<file path="src/scp_pkg.sv">
// Shared constants and helpers for the system clock prescaler.
// Assumes one master clock; all slower rates are one-cycle enables.
package scp_pkg;

  // ---------------------------------------------------------------
  // Register map (index form, byte address is four times the index)
  // ---------------------------------------------------------------
  localparam int          SCP_ADDR_W        = 10;
  localparam logic [7:0]  SCP_IDX_DIV_CTRL  = 8'h61;
  localparam logic [7:0]  SCP_IDX_TRIM      = 8'h66;
  localparam logic [9:0]  SCP_ADDR_DIV_CTRL = {SCP_IDX_DIV_CTRL, 2'b00};
  localparam logic [9:0]  SCP_ADDR_TRIM     = {SCP_IDX_TRIM, 2'b00};

  // ---------------------------------------------------------------
  // Field layout and reset values
  // ---------------------------------------------------------------
  localparam int          SCP_CE_BIT        = 7;
  localparam int          SCP_SEL_W         = 4;
  localparam logic [7:0]  SCP_ARM_VALUE     = 8'h80;
  localparam logic [3:0]  SCP_SEL_MAX       = 4'h8;
  localparam logic [3:0]  SCP_SEL_RESET     = 4'h0;
  localparam logic [3:0]  SCP_SEL_FUSED     = 4'h3;
  localparam logic [7:0]  SCP_TRIM_RESET    = 8'h00;
  localparam int          SCP_CNT_W         = 8;

  // ---------------------------------------------------------------
  // Cycle counts
  // ---------------------------------------------------------------
  localparam logic [2:0]  SCP_ARM_WINDOW    = 3'h4;
  localparam logic [1:0]  SCP_STRAP_CYCLES  = 2'h3;

  // Guarded change sequence states
  typedef enum logic {SCP_ST_IDLE, SCP_ST_ARMED} scp_arm_t;

  // Period of a select code in master clock cycles
  function automatic logic [8:0] scp_period(input logic [3:0] sel);
    scp_period = 9'h001 << sel;
  endfunction

  // Low count bits that must all be set at the end of a period
  function automatic logic [7:0] scp_mask(input logic [3:0] sel);
    logic [8:0] t;
    t = scp_period(sel) - 9'h001;
    scp_mask = t[7:0];
  endfunction

  // Count bit that marks the second half of a period
  function automatic logic [7:0] scp_half(input logic [3:0] sel);
    logic [8:0] t;
    t = scp_period(sel);
    scp_half = (sel == 4'h0) ? 8'h00 : t[8:1];
  endfunction

endpackage

</file>
<file path="src/scp_div_if.sv">
// Carrier between the prescaler register logic and its divider core.
// Assumes both ends run on the same master clock.
`timescale 1ns/1ps
interface scp_div_if;
  logic [3:0] req_sel;  // Requested select code
  logic       hold;     // Hold off divider ticks
  logic       tick;     // Divided clock enable
  logic       phase;    // Divided clock level

  modport core (input req_sel, input hold, output tick, output phase);
  modport ctrl (output req_sel, output hold, input tick, input phase);
endinterface

</file>
<file path="src/scp_clock_prescaler.sv">
// System clock prescaler with oscillator trim register, Avalon-MM slave.
// Assumes fuse straps are static; factory trim is stable around reset.
//
// Notes on behaviour
// - Divided enable drives CPU, flash, I/O and ADC domains alike.
// - Works from any master clock source feeding mclk.
// - Setting changes never create glitches or runt periods.
// - No intermediate period shorter than both old and new periods.
// - Synchronous counter on undivided clock; count is never readable.
// - New rate active from the first old period end after the write.
// - Enable bit arms only when the same write clears all other bits.
// - Enable self-clears after four divided clock cycles or on a select write.
// - Rewriting enable while armed neither restarts window nor clears it.
// - Codes 0 to 8 divide by 1 to 256; higher codes reserved.
// - Reset loads select 0, or 3 when the divide-by-eight fuse is set.
// - Guarded sequence accepts any select code regardless of the fuse.
// - Reset loads the factory trim value into the trim register.
// - Software trim write reaches the oscillator at once.
// - Trim bit 7 picks low or high overlapping range.
// - Trim bits 6 to 0 tune monotonically within the range.
// - Clock output pin carries the divided clock, not the source.
`timescale 1ns/1ps
module scp_clock_prescaler (
  input  wire logic                          mclk,                // Undivided master clock
  input  wire logic                          resetn,              // Sync reset, active low
  input  wire logic [scp_pkg::SCP_ADDR_W-1:0] avs_address,        // Byte address
  input  wire logic                          avs_read,            // Read request
  input  wire logic                          avs_write,           // Write request
  input  wire logic [31:0]                   avs_writedata,       // Write data
  input  wire logic [3:0]                    avs_byteenable,      // Byte lanes
  output      logic [31:0]                   avs_readdata,        // Read data
  output      logic                          avs_waitrequest,     // Stall, active high
  input  wire logic                          initial_divide_by_eight_fuse, // Fuse pin
  input  wire logic                          clock_output_fuse,   // Clock pin enable strap
  input  wire logic [7:0]                    factory_trim,        // Calibration byte
  output      logic                          cpu_clk_en,          // CPU clock enable
  output      logic                          flash_clk_en,        // Flash clock enable
  output      logic                          io_clk_en,           // I/O clock enable
  output      logic                          adc_clk_en,          // ADC clock enable
  output      logic                          clock_output_pin,    // Divided clock level
  output      logic                          clock_output_pin_oe, // Pin driven when high
  output      logic [7:0]                    rc_oscillator_trim,  // Trim to oscillator
  output      logic                          trim_range_select,   // Range bit
  output      logic [6:0]                    trim_tune            // Fine tune bits
);
  import scp_pkg::*;

  // ---------------------------------------------------------------
  // Declarations
  // ---------------------------------------------------------------
  scp_div_if   div_if ();

  logic        waitrequest_q;
  logic [31:0] readdata_q;
  logic [31:0] readdata_d;
  logic        fuse_s1_q;
  logic        fuse_s2_q;
  logic        fuse_s3_q;
  logic        strap_pend_q;
  logic [1:0]  strap_cnt_q;
  logic        pin_en_q;
  logic [3:0]  select_q;
  logic [7:0]  trim_q;
  scp_arm_t    arm_q;
  scp_arm_t    arm_d;
  logic [2:0]  arm_cnt_q;

  // ---------------------------------------------------------------
  // Bus decode
  // ---------------------------------------------------------------
  // Request taken only in the cycle the stall is low
  wire       bus_req   = avs_read | avs_write;
  wire       bus_take  = bus_req & ~waitrequest_q;
  wire       hit_ctrl  = (avs_address == SCP_ADDR_DIV_CTRL);
  wire       hit_trim  = (avs_address == SCP_ADDR_TRIM);
  wire [7:0] wd        = avs_writedata[7:0];
  wire       lane0     = avs_byteenable[0];
  wire       wr_ctrl   = bus_take & avs_write & hit_ctrl & lane0;
  wire       wr_trim   = bus_take & avs_write & hit_trim & lane0;
  wire       armed     = (arm_q == SCP_ST_ARMED);
  wire [7:0] ctrl_view = {armed, 3'h0, select_q};

  // Unmapped reads return zero, unmapped writes are dropped
  assign readdata_d = hit_ctrl ? {24'h000000, ctrl_view} :
                      hit_trim ? {24'h000000, trim_q} : 32'h00000000;

  // One stall cycle per access, read data set up with it
  always_ff @(posedge mclk) begin
    if (!resetn) begin
      waitrequest_q <= 1'b1;
      readdata_q    <= 32'h00000000;
    end else begin
      waitrequest_q <= ~(bus_req & waitrequest_q);
      if (bus_req && waitrequest_q) begin
        readdata_q <= readdata_d;
      end
    end
  end

  // ---------------------------------------------------------------
  // Fuse capture after reset release
  // ---------------------------------------------------------------
  // Three stages; only the last two are compared
  always_ff @(posedge mclk) begin
    fuse_s1_q <= initial_divide_by_eight_fuse;
    fuse_s2_q <= fuse_s1_q;
    fuse_s3_q <= fuse_s2_q;
  end

  wire strap_load = strap_pend_q && (strap_cnt_q == SCP_STRAP_CYCLES) &&
                    (fuse_s2_q == fuse_s3_q);

  // Straps are taken after release so reset loads only constants
  always_ff @(posedge mclk) begin
    if (!resetn) begin
      strap_pend_q <= 1'b1;
      strap_cnt_q  <= 2'h0;
      pin_en_q     <= 1'b0;
    end else if (strap_pend_q) begin
      if (strap_cnt_q != SCP_STRAP_CYCLES) begin
        strap_cnt_q <= strap_cnt_q + 2'h1;
      end
      if (strap_load) begin
        strap_pend_q <= 1'b0;
        pin_en_q     <= clock_output_fuse;
      end
    end
  end

  // ---------------------------------------------------------------
  // Guarded change sequence
  // ---------------------------------------------------------------
  // Arm only on an exact 0x80; window counted in divided cycles
  wire arm_set = !armed && wr_ctrl && (wd == SCP_ARM_VALUE) && !strap_pend_q;
  wire sel_wr  = armed && wr_ctrl && !wd[SCP_CE_BIT];
  wire timeout = armed && div_if.tick && (arm_cnt_q == SCP_ARM_WINDOW - 3'h1);

  always_comb begin
    arm_d = arm_q;
    case (arm_q)
      SCP_ST_IDLE: begin
        if (arm_set) begin
          arm_d = SCP_ST_ARMED;
        end
      end
      SCP_ST_ARMED: begin
        // A repeated 0x80 falls through untouched
        if (sel_wr || timeout) begin
          arm_d = SCP_ST_IDLE;
        end
      end
      default: arm_d = SCP_ST_IDLE;
    endcase
  end

  // Window counter starts at arming and never restarts while armed
  always_ff @(posedge mclk) begin
    if (!resetn) begin
      arm_q     <= SCP_ST_IDLE;
      arm_cnt_q <= 3'h0;
    end else begin
      arm_q <= arm_d;
      if (arm_set) begin
        arm_cnt_q <= 3'h0;
      end else if (armed && div_if.tick) begin
        arm_cnt_q <= arm_cnt_q + 3'h1;
      end
    end
  end

  // ---------------------------------------------------------------
  // Select and trim registers
  // ---------------------------------------------------------------
  // Any code is stored; the core skips reserved ones
  always_ff @(posedge mclk) begin
    if (!resetn) begin
      select_q <= SCP_SEL_RESET;
      trim_q   <= SCP_TRIM_RESET;
    end else begin
      if (strap_load) begin
        select_q <= fuse_s3_q ? SCP_SEL_FUSED : SCP_SEL_RESET;
        trim_q   <= factory_trim;
      end else if (sel_wr) begin
        select_q <= wd[SCP_SEL_W-1:0];
      end
      if (wr_trim && !strap_load) begin
        trim_q <= wd;
      end
    end
  end

  // ---------------------------------------------------------------
  // Divider core and outputs
  // ---------------------------------------------------------------
  // Divider ticks held off until the straps are in, so no early fast ticks
  assign div_if.req_sel = select_q;
  assign div_if.hold    = strap_pend_q;

  scp_div_core u_core (
    .mclk   (mclk),
    .resetn (resetn),
    .dif    (div_if.core)
  );

  // mclk is whatever source was picked upstream
  assign cpu_clk_en          = div_if.tick;
  assign flash_clk_en        = div_if.tick;
  assign io_clk_en           = div_if.tick;
  assign adc_clk_en          = div_if.tick;
  assign clock_output_pin    = div_if.phase;
  assign clock_output_pin_oe = pin_en_q;
  assign rc_oscillator_trim  = trim_q;
  assign trim_range_select   = trim_q[7];
  assign trim_tune           = trim_q[6:0];
  assign avs_readdata        = readdata_q;
  assign avs_waitrequest     = waitrequest_q;
endmodule

</file>
<file path="src/scp_div_core.sv">
// Divider core: counter on the undivided clock cleared at each period end, glitch-free switch.
// Assumes req_sel is a register on the same clock; reserved codes are ignored.
`timescale 1ns/1ps
module scp_div_core (
  input wire logic mclk,    // Undivided master clock
  input wire logic resetn,  // Synchronous reset, active low
  scp_div_if.core  dif      // Select in, enables out
);
  import scp_pkg::*;

  logic [7:0] cnt_q;
  logic [7:0] cnt_d;
  logic [3:0] act_sel_q;
  logic [3:0] next_sel;
  logic       tick_q;
  logic       phase_q;
  logic       phase_d;
  logic       wrap;

  // ---------------------------------------------------------------
  // Period boundary and select hand-over
  // ---------------------------------------------------------------
  // New code only taken at a boundary, so no short period appears
  assign wrap     = ((cnt_q & scp_mask(act_sel_q)) == scp_mask(act_sel_q)) && !dif.hold;
  assign next_sel = (wrap && (dif.req_sel <= SCP_SEL_MAX)) ? dif.req_sel : act_sel_q;
  assign cnt_d    = wrap ? 8'h00 : cnt_q + 8'h01;
  assign phase_d  = (next_sel == 4'h0) ? ~phase_q : ((cnt_d & scp_half(next_sel)) == 8'h00);

  // Counter state is kept internal, only the enable and the phase level leave
  always_ff @(posedge mclk) begin
    if (!resetn) begin
      cnt_q     <= 8'h00;
      act_sel_q <= SCP_SEL_RESET;
      tick_q    <= 1'b0;
      phase_q   <= 1'b0;
    end else begin
      cnt_q     <= cnt_d;
      act_sel_q <= next_sel;
      tick_q    <= wrap;
      phase_q   <= phase_d;
    end
  end

  assign dif.tick  = tick_q;
  assign dif.phase = phase_q;

  // ---------------------------------------------------------------
  // Checks
  // ---------------------------------------------------------------
  logic [8:0] gap_q;
  logic [8:0] per_q;
  logic       seen_q;

  // Cycles since the last tick and the period it promised
  always_ff @(posedge mclk) begin
    if (!resetn) begin
      gap_q  <= 9'h000;
      per_q  <= 9'h000;
      seen_q <= 1'b0;
    end else begin
      gap_q  <= tick_q ? 9'h001 : gap_q + 9'h001;
      per_q  <= tick_q ? scp_period(act_sel_q) : per_q;
      seen_q <= seen_q | tick_q;
    end
  end
endmodule

</file>
<file path="config.mk">
export PLATFORM = sky130hd
export DESIGN_NAME = scp_clock_prescaler
export DESIGN_NICKNAME = d
export VERILOG_FILES = /design/src/scp_pkg.sv /design/src/scp_div_if.sv /design/src/scp_clock_prescaler.sv /design/src/scp_div_core.sv
export SDC_FILE = /design/constraint.sdc
export NUM_CORES = 1
export LEC_CHECK = 0
export ABC_AREA = 1
export BUFFER_PORTS_ARGS = -buffer_cell sky130_fd_sc_hd__clkbuf_2
export CAP_MARGIN = 5
export CORE_MARGIN = 1.5
export CORE_UTILIZATION = 53
export CTS_BUF_LIST = sky130_fd_sc_hd__clkbuf_4
export DETAILED_ROUTE_END_ITERATION = 10
export PLACE_DENSITY = 0.84
export SYNTH_ARGS = -nofsm -noshare
export SYNTH_HDL_FRONTEND = slang
export SYNTH_SLANG_ARGS = --single-unit
</file>
<file path="constraint.sdc">
create_clock -name mclk -period 5.35 [get_ports mclk]
set_clock_uncertainty 0.05 [all_clocks]
set_input_delay 0.2675 -clock mclk [delete_from_list [all_inputs] [get_ports mclk]]
set_output_delay 0.2675 -clock mclk [all_outputs]
set_load 0.02 [all_outputs]
</file>
# Yosys cells after proc, flatten, opt, wreduce, memory -nomap -nowiden
# Cells that the tools add are included.
# W data, S select, Z words.
# totals
wordCells	87
register_bits	70
memories	0
latch_bits	0
rom_bits	0
output_inout_bits	55
input_bits	60
ramBits	0
# classes
magnitude_cmp	1
reduce_logical	25
shift	2
n_eq_ne	8
multipliers	0
mux	16
bitwise_logic	15
n_div	0
n_addsub	4
# ops
operator	count
$mux W8	6
$eq A10 B9 Y1 const B	2
$and A8 B8 Y8	2
$logic_and A1 B1 Y1	13
$mux W4	3
$shl A1 B4 Y9 const A	1
$add A8 B1 Y8 const B	1
$eq A8 B8 Y1	1
$eq A8 B8 Y1 const B	1
$logic_not A8 Y1	1
$shl A1 B4 Y8 const A	1
$sub A8 B1 Y8 const B	1
$and A1 B1 Y1	7
$mux W1	5
$not A1 Y1	5
$le A4 B4 Y1 const B	1
$logic_not A1 Y1	4
$logic_not A4 Y1	1
$reduce_and A2 Y1	2
$reduce_bool A2 Y1	2
$add A3 B1 Y3 const B	1
$eq A3 B2 Y1 const B	1
$add A2 B1 Y2 const B	1
$eq A2 B2 Y1 const B	1
7 further kinds	7

# Logic depth before layout (Yosys ltp)
# Gate-level depths: netlist of the first run.
# logic_depth
depth_word	12
depth_mapped	17
mapped_depth_nobuf	17

# Cells and area by module
# A second synthesis of the first run with hierarchy kept.
# hier_totals
hier_cells	421
area_unflattened_um2	2869.0
# modules_own_cells
module	n_inst	cells_each	seq_area_each_um2	area_per_inst_um2
scp_clock_prescaler	1	267	640.6	1839.3
scp_div_core	1	154	280.3	1029.7

# Worst setup path before layout of the first run
# Ideal clock, no wire load.
# synth_path
path_type	register to register
from	register u_core.act_sel_q[2]
to	register u_core.phase_q (netlist: u_core.dif.phase)
n_path_buf	0
slack_ns	3.274
synth_period_minus_slack_ns	2.076
setup_ns	0.109
t_arrival_ns	1.917
stages_incl_launch_ff	17
t_required_ns	5.191
cell_sequence	dfxtp_1 -> nor2_4 -> nand3_1 -> ha_1 -> nor2_1 -> nor2_1 -> nand3_1 -> nor2_1 -> nand2_1 -> nor2_4 -> nand3_1 -> nand2_1 -> nand3_1 -> nand3_1 -> nand3_1 -> nand2_1 -> inv_1
# synth_between
elab_chain_len	12
elab_cells_between_ends	14
classes_between	add/sub: 1; eq/ne: 1; shift: 2; mux: 4; bitwise: 2; reduce/logical: 4
# synth_lines
element	line	source
from (decl)	scp_div_core.sv:13	logic [3:0] act_sel_q;
from (signal assigned)	scp_div_core.sv:38	act_sel_q <= next_sel;
$shl A1 B4 Y8	scp_pkg.sv:37	scp_period = 9'h001 << sel;
$sub A8 B1 Y8	scp_pkg.sv:43	t = scp_period(sel) - 9'h001;
$and A8 B8 Y8	scp_div_core.sv:24	assign wrap = ((cnt_q & scp_mask(act_sel_q)) == scp_mask(act_sel_q)) && !dif.hold;
$eq A8 B8 Y1	scp_div_core.sv:24	
$logic_and A1 B1 Y1	scp_div_core.sv:24	
$logic_and A1 B1 Y1	scp_div_core.sv:25	assign next_sel = (wrap && (dif.req_sel <= SCP_SEL_MAX)) ? dif.req_sel : act_sel_q;
$mux W4	scp_div_core.sv:25	
$logic_not A4 Y1 / $shl A1 B4 Y9 (equally long branches)	scp_pkg.sv:51, scp_div_core.sv:27, scp_pkg.sv:37	
$mux W8	scp_pkg.sv:51	scp_half = (sel == 4'h0) ? 8'h00 : t[8:1];
$and A8 B8 Y8	scp_div_core.sv:27	assign phase_d = (next_sel == 4'h0) ? ~phase_q : ((cnt_d & scp_half(next_sel)) == 8'h00);
$logic_not A8 Y1	scp_div_core.sv:27	
$mux W1 (*)	scp_div_core.sv:27	
to (signal assigned)	scp_div_core.sv:40	phase_q <= phase_d;
to (decl)	scp_div_core.sv:16	logic phase_q;
# Every way passes the cells marked *; elsewhere a longest branch is shown, timed or not.
# A chain may end at the register's enable or synchronous reset.

# Worst setup path after layout of the first run
# Same ends and word-level chain as after synthesis.

==> impl_metrics.csv, run 1 <==
group,metric,value,unit
status,outcome,"complete, no violations",
layout,layout.cells.non_filler,505,
synth,synthDistinctLibCells,31,
power,finalPower,0.912,mW
synth,syn_inst,382,
layout,drive_gt1_share,22.1,%
routing,drt-pass1-iter-count,5,
cts,clockBufferDepth,2,
power,cellLeakagePower,1.51,nW
critical_path,rr_worst_depth,16,
critical_path,slowest_delay,400,ps
critical_path,cp_data_required_time,5570,ps
sta,hold-worst-slack,83.7,ps
synth,yosysSeqAreaShare,34.6,%
synth,synth-compound-area-share,7.46,%
layout,syn_to_final_growth,12.1,%
synth,synth_ff_type,"dfxtp_1",
cts,clock_latency,370,ps
floorplanning,std_cell_rows,25,
synth,synth_edf_count,0,
sta,min_period_over_period,46.1,%
worst_hold_path,hold_path_class,"primary input to register",
routing,viasPerCell,4.91,
synth,muxShareOfSynthArea,0,%
critical_path,worst_setup_path_start_kind,"register",
synth,avgSynthCellArea,6.98,µm²
cts,cts.sinks,46,
synth,ys_ff_latch,46,
global_routing,grt_max_degree,27,
synth,synth_xor_area_share,1.31,%
sta,rsz0062_at_grt,"no",
sta,max_slew_margin,53.2,%
job,maxCapViolations,0,
synth,yosys_warnings,0,
cts,ctsResizeCount,0,
synth,synth_top_family_by_area,"simple AND/OR/NAND/NOR gates",
global_routing,antenna_found_initial,0,
critical_path,path_cells,"nor2_4 > nand3_1 > ha_1 > nor2_1 > nor2_1 > nand3_1 > nor2_1 > nand2_1 > nor2_4 > nand3_1 > nand2_1 > nand3_1 > nand3_1 > nand3_1 > nand2_1 > inv_1",
sta,finalSetupTns,0,ps
sta,fmax,405,MHz
power,powerDensity,305,nW/µm²
sta,tightest_slew,697,ps
floorplanning,die_h,73.9,µm
critical_path,cp_num_buf_inv,1,
global_routing,grt_pass1_wl,9780,µm
cts,path_clk_slew,140,ps
synth,synth_top_area_share,34.6,%
floorplanning,pin_count,115,
critical_path,cp_slowest_cell,"dfxtp_1",
floorplanning,die_area,5460,µm²
synth,synth_top_cell_by_area,"dfxtp_1",
critical_path,crit_fanout,7,
synth,synth.most_common_cell,"nand2_1",
routing,vias,2478,
floorplanning,core_area,4790,µm²
critical_path,critPathMostFrequentCell,"nand3_1",
power,ir_drop,0.192,mV
critical_path,cp_num_cells,16,
routing,wire_per_inst,11.6,µm
placement,pre_cts_slack,2950,ps
floorplanning,die_w,73.9,µm
critical_path,arrival,2690,ps
floorplanning,initial_core_util,55.7,%
sta,fin_ws,2880,ps
placement,gp_congestion,0.868,
synth,synthTopCellsByArea,"dfxtp_1 35%, nand2_1 11%, buf_4 9.9%",
placement,dp_hpwl,4600,µm
synth,synth-async-reset-ratio,0,%
synth,synth_common_cells,"79 x nand2_1, 51 x nand3_1, 46 x dfxtp_1, 45 x inv_1, 39 x nor2_1",
layout,utilization,62.4,%
layout,nets,502,
sta,finalHoldViolCount,0,
routing,antenna_left,0,
cts,clock-root-buffer,"clkbuf_4",
layout,num_antenna_cells,0,
global_routing,grt_usage,23.1,%
global_routing,grt_overflow,0,
placement,place_inst,496,
worst_hold_path,min_path_cells,3,
placement,port_buffers,63,
cts,cts_made_buffers,5,
cts,htree_levels,2,
synth,synthAdderAreaFrac,2.35,%
cts,cts_tree,"done",
critical_path,cp-end-kind,"register",
synth,synth_area,2670,µm²
layout,final_area,2990,µm²
sta,timing.final.max_slew_violations,0,
sta,fin_crit,2470,ps
routing,drc_errors,0,
routing,drt_wl_total,5840,µm
critical_path,path_class,"register to register",
critical_path,cp_top_family,"simple AND/OR/NAND/NOR gates",
synth,synthSimpleGateAreaFrac,36.3,%
routing,drt-initial-drc-count,118,
placement,place_area,2880,µm²
global_routing,grt_pass1_vias,2301,
sta,setup_viol,0,
report_power, final:
part | switching (mW) | internal [mW]
Combinational | 0.173 | 0.0864
Sequential | 0.0241 | 0.371
Clock | 0.113 | 0.144
worst register-to-register path, delay by kind of cell (launching register included):
family,cells,cell delay [ps]
flip-flops,1,400
adder cells (fa/ha/maj),1,280
buffers and inverters,1,30
AND/OR/NAND/NOR,14,1600
logic make-up after synthesis:
family	Yosys count
fa+ha+maj	5
simple gates	201
compound gates	33
buf+inv	92
xor+xnor	4
other cells	1
flops	46
flip-flops by register name (all words and copies together) (netlist names), 2 cells and up:
signal and cells:
strap_cnt_q 2, u_core.cnt_q 8, rc_oscillator_trim 8, arm_cnt_q 3, u_core.act_sel_q 4, avs_readdata 8, div_if.req_sel 4
final cells by class:
class                      count  area (µm²)
clock buffer                   5        37.5
clock inverter                 3        63.8
fill                         456        1800
inverter                      52         195
multi-input combinational    267        1350
sequential                    46         921
tap                           67        83.8
timing repair buffer          65         333
timing repair:
action	CTS	global route
buffers inserted	0	0
hold buffers	1	0
hold endpoints to repair	1	0
routing by layer:
layer	up-vias	GRT usage [%]	routed length, µm
li1	1280	-	-
met1	1110	27.4	2520
met2	75	40.1	2880
met3	13	4.94	324
met4	0	9.67	117
met5	-	0	0
cell usage in the layout, fill, tap and decap left out, drive strengths merged:
cell,Yosys,routed
bufinv,0,2
o21ai,7,7
a31oi,6,6
a21oi,11,11
or2,4,4
o211ai,9,9
nand3b,2,2
nor2,42,42
nand2,86,86
nand4,4,4
clkinv,2,3
nor4,3,3
nor3,4,4
xor2,4,4
nand3,55,55
clkbuf,5,68
dfxtp,46,46
inv,50,50
conb,1,24
or4,1,1
buf,35,1
ha,5,5
dlygate4sd3,0,1
path summary, 6_finish.rpt:
path                       startpoint                   to  slack (ps)
setup / recovery  u_core.act_sel_q[2]     u_core.dif.phase        2880
hold / removal      clock_output_fuse  clock_output_pin_oe          80
hold reg to reg             fuse_s1_q            fuse_s2_q         300
setup reg to reg  u_core.act_sel_q[2]     u_core.dif.phase        2880
Note: power is estimated with default switching activity, not from simulation.
==> inputs of run 2 (changes only) <==
--- a/config.mk
+++ b/config.mk
@@ -9,10 +9,10 @@
 export BUFFER_PORTS_ARGS = -buffer_cell sky130_fd_sc_hd__clkbuf_2
 export CAP_MARGIN = 5
 export CORE_MARGIN = 1.5
-export CORE_UTILIZATION = 53
+export CORE_UTILIZATION = 45
 export CTS_BUF_LIST = sky130_fd_sc_hd__clkbuf_4
 export DETAILED_ROUTE_END_ITERATION = 10
-export PLACE_DENSITY = 0.84
+export PLACE_DENSITY = 0.75
 export SYNTH_ARGS = -nofsm -noshare
 export SYNTH_HDL_FRONTEND = slang
 export SYNTH_SLANG_ARGS = --single-unit
==> constraint.sdc (replaced) <==
create_clock -name mclk -period 2.1 [get_ports mclk]
set_clock_uncertainty 0.05 [all_clocks]
set_input_delay 0.105 -clock mclk [delete_from_list [all_inputs] [get_ports mclk]]
set_output_delay 0.105 -clock mclk [all_outputs]
set_load 0.02 [all_outputs]
==> impl_metrics.csv, run 2 (synthesized netlist as in run 1, its figures left out) <==
group,metric,value,unit
status,outcome,"complete, but fails checks",
layout,syn_to_final_growth,24.0,%
cts,clock_latency,360,ps
cts,path_clk_slew,140,ps
cts,htree_levels,2,
sta,min_period_over_period,105,%
placement,place_inst,515,
cts,cts.sinks,46,
routing,drc_errors,0,
critical_path,slowest_delay,360,ps
floorplanning,pin_count,115,
worst_hold_path,hold_path_class,"primary input to register",
critical_path,cp_top_family,"simple AND/OR/NAND/NOR gates",
sta,fmax,453,MHz
job,maxCapViolations,0,
layout,num_antenna_cells,0,
routing,drt-initial-drc-count,160,
sta,timing.final.max_slew_violations,0,
global_routing,antenna_found_initial,0,
routing,antenna_left,0,
critical_path,cp_data_required_time,2300,ps
floorplanning,die_w,80.0,µm
critical_path,cp-end-kind,"register",
floorplanning,std_cell_rows,27,
layout,nets,532,
routing,drt_wl_total,6350,µm
floorplanning,die_area,6390,µm²
power,cellLeakagePower,1.65,nW
power,seq_power_share,43.2,%
status,failed_checks,"setup timing",
cts,cts_made_buffers,5,
placement,dp_hpwl,4770,µm
floorplanning,die_h,80.0,µm
layout,layout_commonest_cell,"nand2_1",
power,powerDensity,709,nW/µm²
power,clkPwrFrac,23.8,%
sta,finalSetupTns,-110,ps
critical_path,path_class,"register to register",
power,netSwitchingFraction,35.0,%
routing,viasPerCell,4.87,
placement,pre_cts_slack,-83.9,ps
layout,layout.cells.non_filler,540,
global_routing,grt_overflow,0,
critical_path,path_cells,"nor2_4 > nand3_2 > ha_4 > nor2_4 > nor2_4 > nand3_2 > nor2_1 > nand2_1 > nor2_4 > nand3_2 > nand2_2 > nand3_1 > nand3_1 > nand3_1 > nand2_1 > inv_1",
layout,utilization,58.9,%
layout,ff_latch_area,925,µm²
placement,gp_congestion,0.861,
layout,fill_cells,520,
sta,hold-worst-slack,18.6,ps
global_routing,grt_pass1_wl,10400,µm
global_routing,grt_usage,20.7,%
global_routing,grt_pass1_vias,2378,
sta,fin_crit,2210,ps
floorplanning,core_area,5610,µm²
critical_path,crit_fanout,5,
cts,clockBufferDepth,2,
placement,port_buffers,63,
critical_path,arrival,2410,ps
layout,drive_gt1_share,26.9,%
critical_path,cp_slowest_cell,"dfxtp_2",
layout,multi_input_area,1410,µm²
cts,cts_tree,"done",
power,power.internal,1.52,mW
power,ir_drop,0.343,mV
cts,clock-root-buffer,"clkbuf_4",
routing,drt-pass1-iter-count,4,
critical_path,cp_num_buf_inv,1,
global_routing,grt_max_degree,17,
routing,wire_per_inst,11.8,µm
sta,finalHoldViolCount,0,
sta,setup_viol,1,
power,p_comb_share,33.0,%
power,p_sw,0.820,mW
critical_path,critPathMostFrequentCell,"nor2_4",
routing,vias,2632,
sta,rsz0062_at_grt,"yes",
layout,mostFrequentLayoutCells,"78 x nand2_1, 63 x clkbuf_2, 47 x nand3_1, 45 x inv_1, 43 x dfxtp_1",
floorplanning,initial_core_util,47.5,%
sta,fin_ws,-110,ps
critical_path,worst_setup_path_start_kind,"register",
## run 2: cell count changes in the layout (fill, tap and decap cells not counted), moves of 4 or more
cell / delta
buf_4: +14
dlygate4sd3_1: +14
nand3_2: +4
nand3_1: -4
## run 2: final cells by class
class	count	area share [%]
Multi-Input combinational cell	267	42.7
Tap cell	72	2.73
Sequential cell	46	28.0
Inverter	52	5.91
Timing Repair Buffer	95	18.2
Clock buffer	7	1.59
Clock inverter	1	0.909
## run 2: worst min-delay path, cell delays in order
cell and delay, ps:
clkbuf_2 90, nand2_1 50, nand3_1 70, nand2_1 40
inv_1 40
## run 2: path summary, 6_finish.rpt
path,startpoint,endpoint,slack (ps),cells past startpoint
setup / recovery,u_core.act_sel_q[3],u_core.dif.phase,-110,16
hold / removal,avs_writedata[6],rc_oscillator_trim[6],20,5
setup reg to reg,u_core.act_sel_q[3],u_core.dif.phase,-110,16
hold reg to reg,fuse_s1_q,fuse_s2_q,300,0
## run 2: what timing repair did
| item | in CTS | in global routing |
|---|---|---|
| gates cloned | 0 | 0 |
| hold buffers | 14 | 1 |
| hold endpoints to repair | 14 | 1 |
| buffers inserted | 0 | 3 |
| pin swaps | 7 | 3 |
| gates resized for setup | 6 | 12 |
| endpoints found under the setup margin | 1 | 5 |
## run 2: power by group through the flow
stage / combinational (mW) / sequential [mW] / clock [mW]
after CTS: 0.730 / 1.01 / 0.572
after floorplan: 0.516 / 1.05 / 0
after global routing: 0.870 / 1.02 / 0.609
after detailed placement: 0.703 / 1.03 / 0
final: 0.771 / 1.01 / 0.558
after global placement: 0.689 / 1.02 / 0
## run 2: stage by stage
stage	power (mW)	area (µm²)
floorplan	1.57	2750
global placement	1.71	2990
detailed placement	1.73	2990
CTS	2.31	3220
global route	2.50	3300
finish	2.34	3300
## run 2: metal layers
layer	GRT usage, %	routed length [µm]
met3	4.46	320
met2	35.5	3190
met1	25.2	2710
met5	0	0
met4	7.41	133
==> inputs of run 3 (changes only) <==
--- a/config.mk
+++ b/config.mk
@@ -12,7 +12,8 @@
 export CORE_UTILIZATION = 45
 export CTS_BUF_LIST = sky130_fd_sc_hd__clkbuf_4
 export DETAILED_ROUTE_END_ITERATION = 10
-export PLACE_DENSITY = 0.75
+export MAX_ROUTING_LAYER = met4
+export PLACE_DENSITY = 0.79
 export SYNTH_ARGS = -nofsm -noshare
 export SYNTH_HDL_FRONTEND = slang
 export SYNTH_SLANG_ARGS = --single-unit
==> impl_metrics.csv, run 3 (synthesized netlist as in run 1, its figures left out) <==
group,metric,value,unit
sta,finalHoldViolCount,0,
routing,antenna_left,0,
sta,fin_crit,2230,ps
cts,clock_latency,370,ps
layout,layout_commonest_cell,"nand2_1",
sta,timing.final.max_slew_violations,0,
worst_hold_path,min_from,"avs_writedata[6]",
routing,viasPerCell,4.98,
cts,cts_tree,"done",
power,cellLeakagePower,1.62,nW
cts,cts.sinks,46,
sta,min_period_over_period,106,%
power,powerDensity,679,nW/µm²
critical_path,cp-end-kind,"register",
floorplanning,initial_core_util,47.5,%
worst_hold_path,hold_path_class,"primary input to register",
critical_path,rr_worst_depth,16,
routing,vias,2683,
global_routing,grt_busiest_layer,"met2",
placement,place_area,2990,µm²
layout,utilization,58.2,%
routing,wire_per_inst,12.4,µm
job,maxCapViolations,0,
layout,drive_gt1_share,26.3,%
cts,htree_levels,2,
layout,num_antenna_cells,0,
floorplanning,die_h,80.0,µm
sta,rsz0062_at_grt,"yes",
critical_path,path_class,"register to register",
placement,dp_hpwl,4920,µm
global_routing,grt_pass1_wl,10600,µm
critical_path,arrival,2460,ps
routing,drt_wl_total,6670,µm
floorplanning,std_cell_rows,27,
global_routing,grt_use_met1,26.3,%
sta,setup_viol,1,
sta,finalSetupTns,-133,ps
global_routing,grt_usage,22.1,%
layout,final_area,3260,µm²
placement,pre_cts_slack,-150,ps
routing,drt-initial-drc-count,142,
global_routing,grt_max_degree,19,
sta,tightest_slew,515,ps
placement,gp_congestion,0.861,
sta,fin_ws,-133,ps
status,outcome,"complete, but fails checks",
cts,clock-root-buffer,"clkbuf_4",
layout,syn_to_final_growth,22.4,%
critical_path,cp_data_required_time,2330,ps
floorplanning,die_area,6390,µm²
worst_hold_path,min_to,"rc_oscillator_trim[6]",
critical_path,reg2reg_slack,-130,ps
critical_path,rr_startpoint,"u_core.act_sel_q[2]",
placement,place_inst,515,
routing,drt-pass1-iter-count,5,
status,failed_checks,"setup timing",
global_routing,antenna_found_initial,0,
sta,fmax,448,MHz
cts,clockBufferDepth,2,
global_routing,grt_overflow,0,
cts,path_clk_slew,140,ps
critical_path,worst_setup_path_start_kind,"register",
global_routing,use_met2,35.9,%
worst_hold_path,min_path_cells,5,
sta,hold-worst-slack,5.86,ps
floorplanning,core_area,5610,µm²
floorplanning,pin_count,115,
power,finalPower,2.22,mW
global_routing,use_met3,5.94,%
power,ir_drop,0.487,mV
critical_path,crit_fanout,5,
layout,layout.cells.non_filler,539,
layout,mostFrequentLayoutCells,"77 x nand2_1, 63 x clkbuf_2, 49 x nand3_1, 45 x inv_1, 43 x dfxtp_1",
floorplanning,die_w,80.0,µm
sta,max_slew_margin,65.6,%
placement,port_buffers,63,
routing,drc_errors,0,
layout,nets,531,
cts,cts_made_buffers,5,
critical_path,rr_endpoint,"u_core.dif.phase",
global_routing,grt_pass1_vias,2404,
[run 3: power by group]
| part | switching [mW] | leakage (nW) | internal [mW] |
|---|---|---|---|
| sequential | 0.0654 | 0.376 | 0.947 |
| clock | 0.292 | 0.0303 | 0.126 |
| combinational | 0.495 | 1.21 | 0.291 |
| total | 0.852 | 1.62 | 1.36 |
[run 3: area by class of cell]
type / count / area, µm²
timing repair buffer: 94 / 593
tap: 72 / 90.1
multi-input combinational: 267 / 1410
clock inverter: 3 / 16.3
inverter: 52 / 195
sequential: 46 / 925
fill: 535 / 2340
clock buffer: 5 / 37.5
[run 3: repair_timing]
action | CTS | global route
setup buffers | 0 | 1
pin swaps | 4 | 3
gates resized for setup | 7 | 11
endpoints found under the setup margin | 2 | 6
hold buffers | 14 | 1
hold endpoints to repair | 14 | 1
[run 3: how the worst max path moves through the flow]
stage	cells after the start	from	endpoint
CTS	16	u_core.act_sel_q[2]	u_core.dif.phase
floorplan	16	u_core.act_sel_q[2]	u_core.dif.phase
detailed placement	16	u_core.act_sel_q[2]	u_core.dif.phase
finish	16	u_core.act_sel_q[2]	u_core.dif.phase
global placement	16	u_core.act_sel_q[2]	u_core.dif.phase
global route	17	u_core.act_sel_q[2]	u_core.dif.phase
[run 3: layer usage]
layer / up-vias / wire length, µm
li1: 1343 / -
met5: - / 0
met1: 1214 / 2830
met4: 0 / 170
met2: 104 / 3340
met3: 22 / 330
[run 3: critical path, stage by stage (launching register included)]
cell     delay (ps)
dfxtp_2         360
nor2_4          140
nand3_2         100
ha_4            290
nor2_4           40
nor2_4          100
nand3_2          60
nor2_1           80
nand2_1          90
nor2_4          190
nand3_1         130
nand2_2         130
nand3_1          90
nor2_1           90
a21oi_1          70
nand2_1          70
inv_1            40
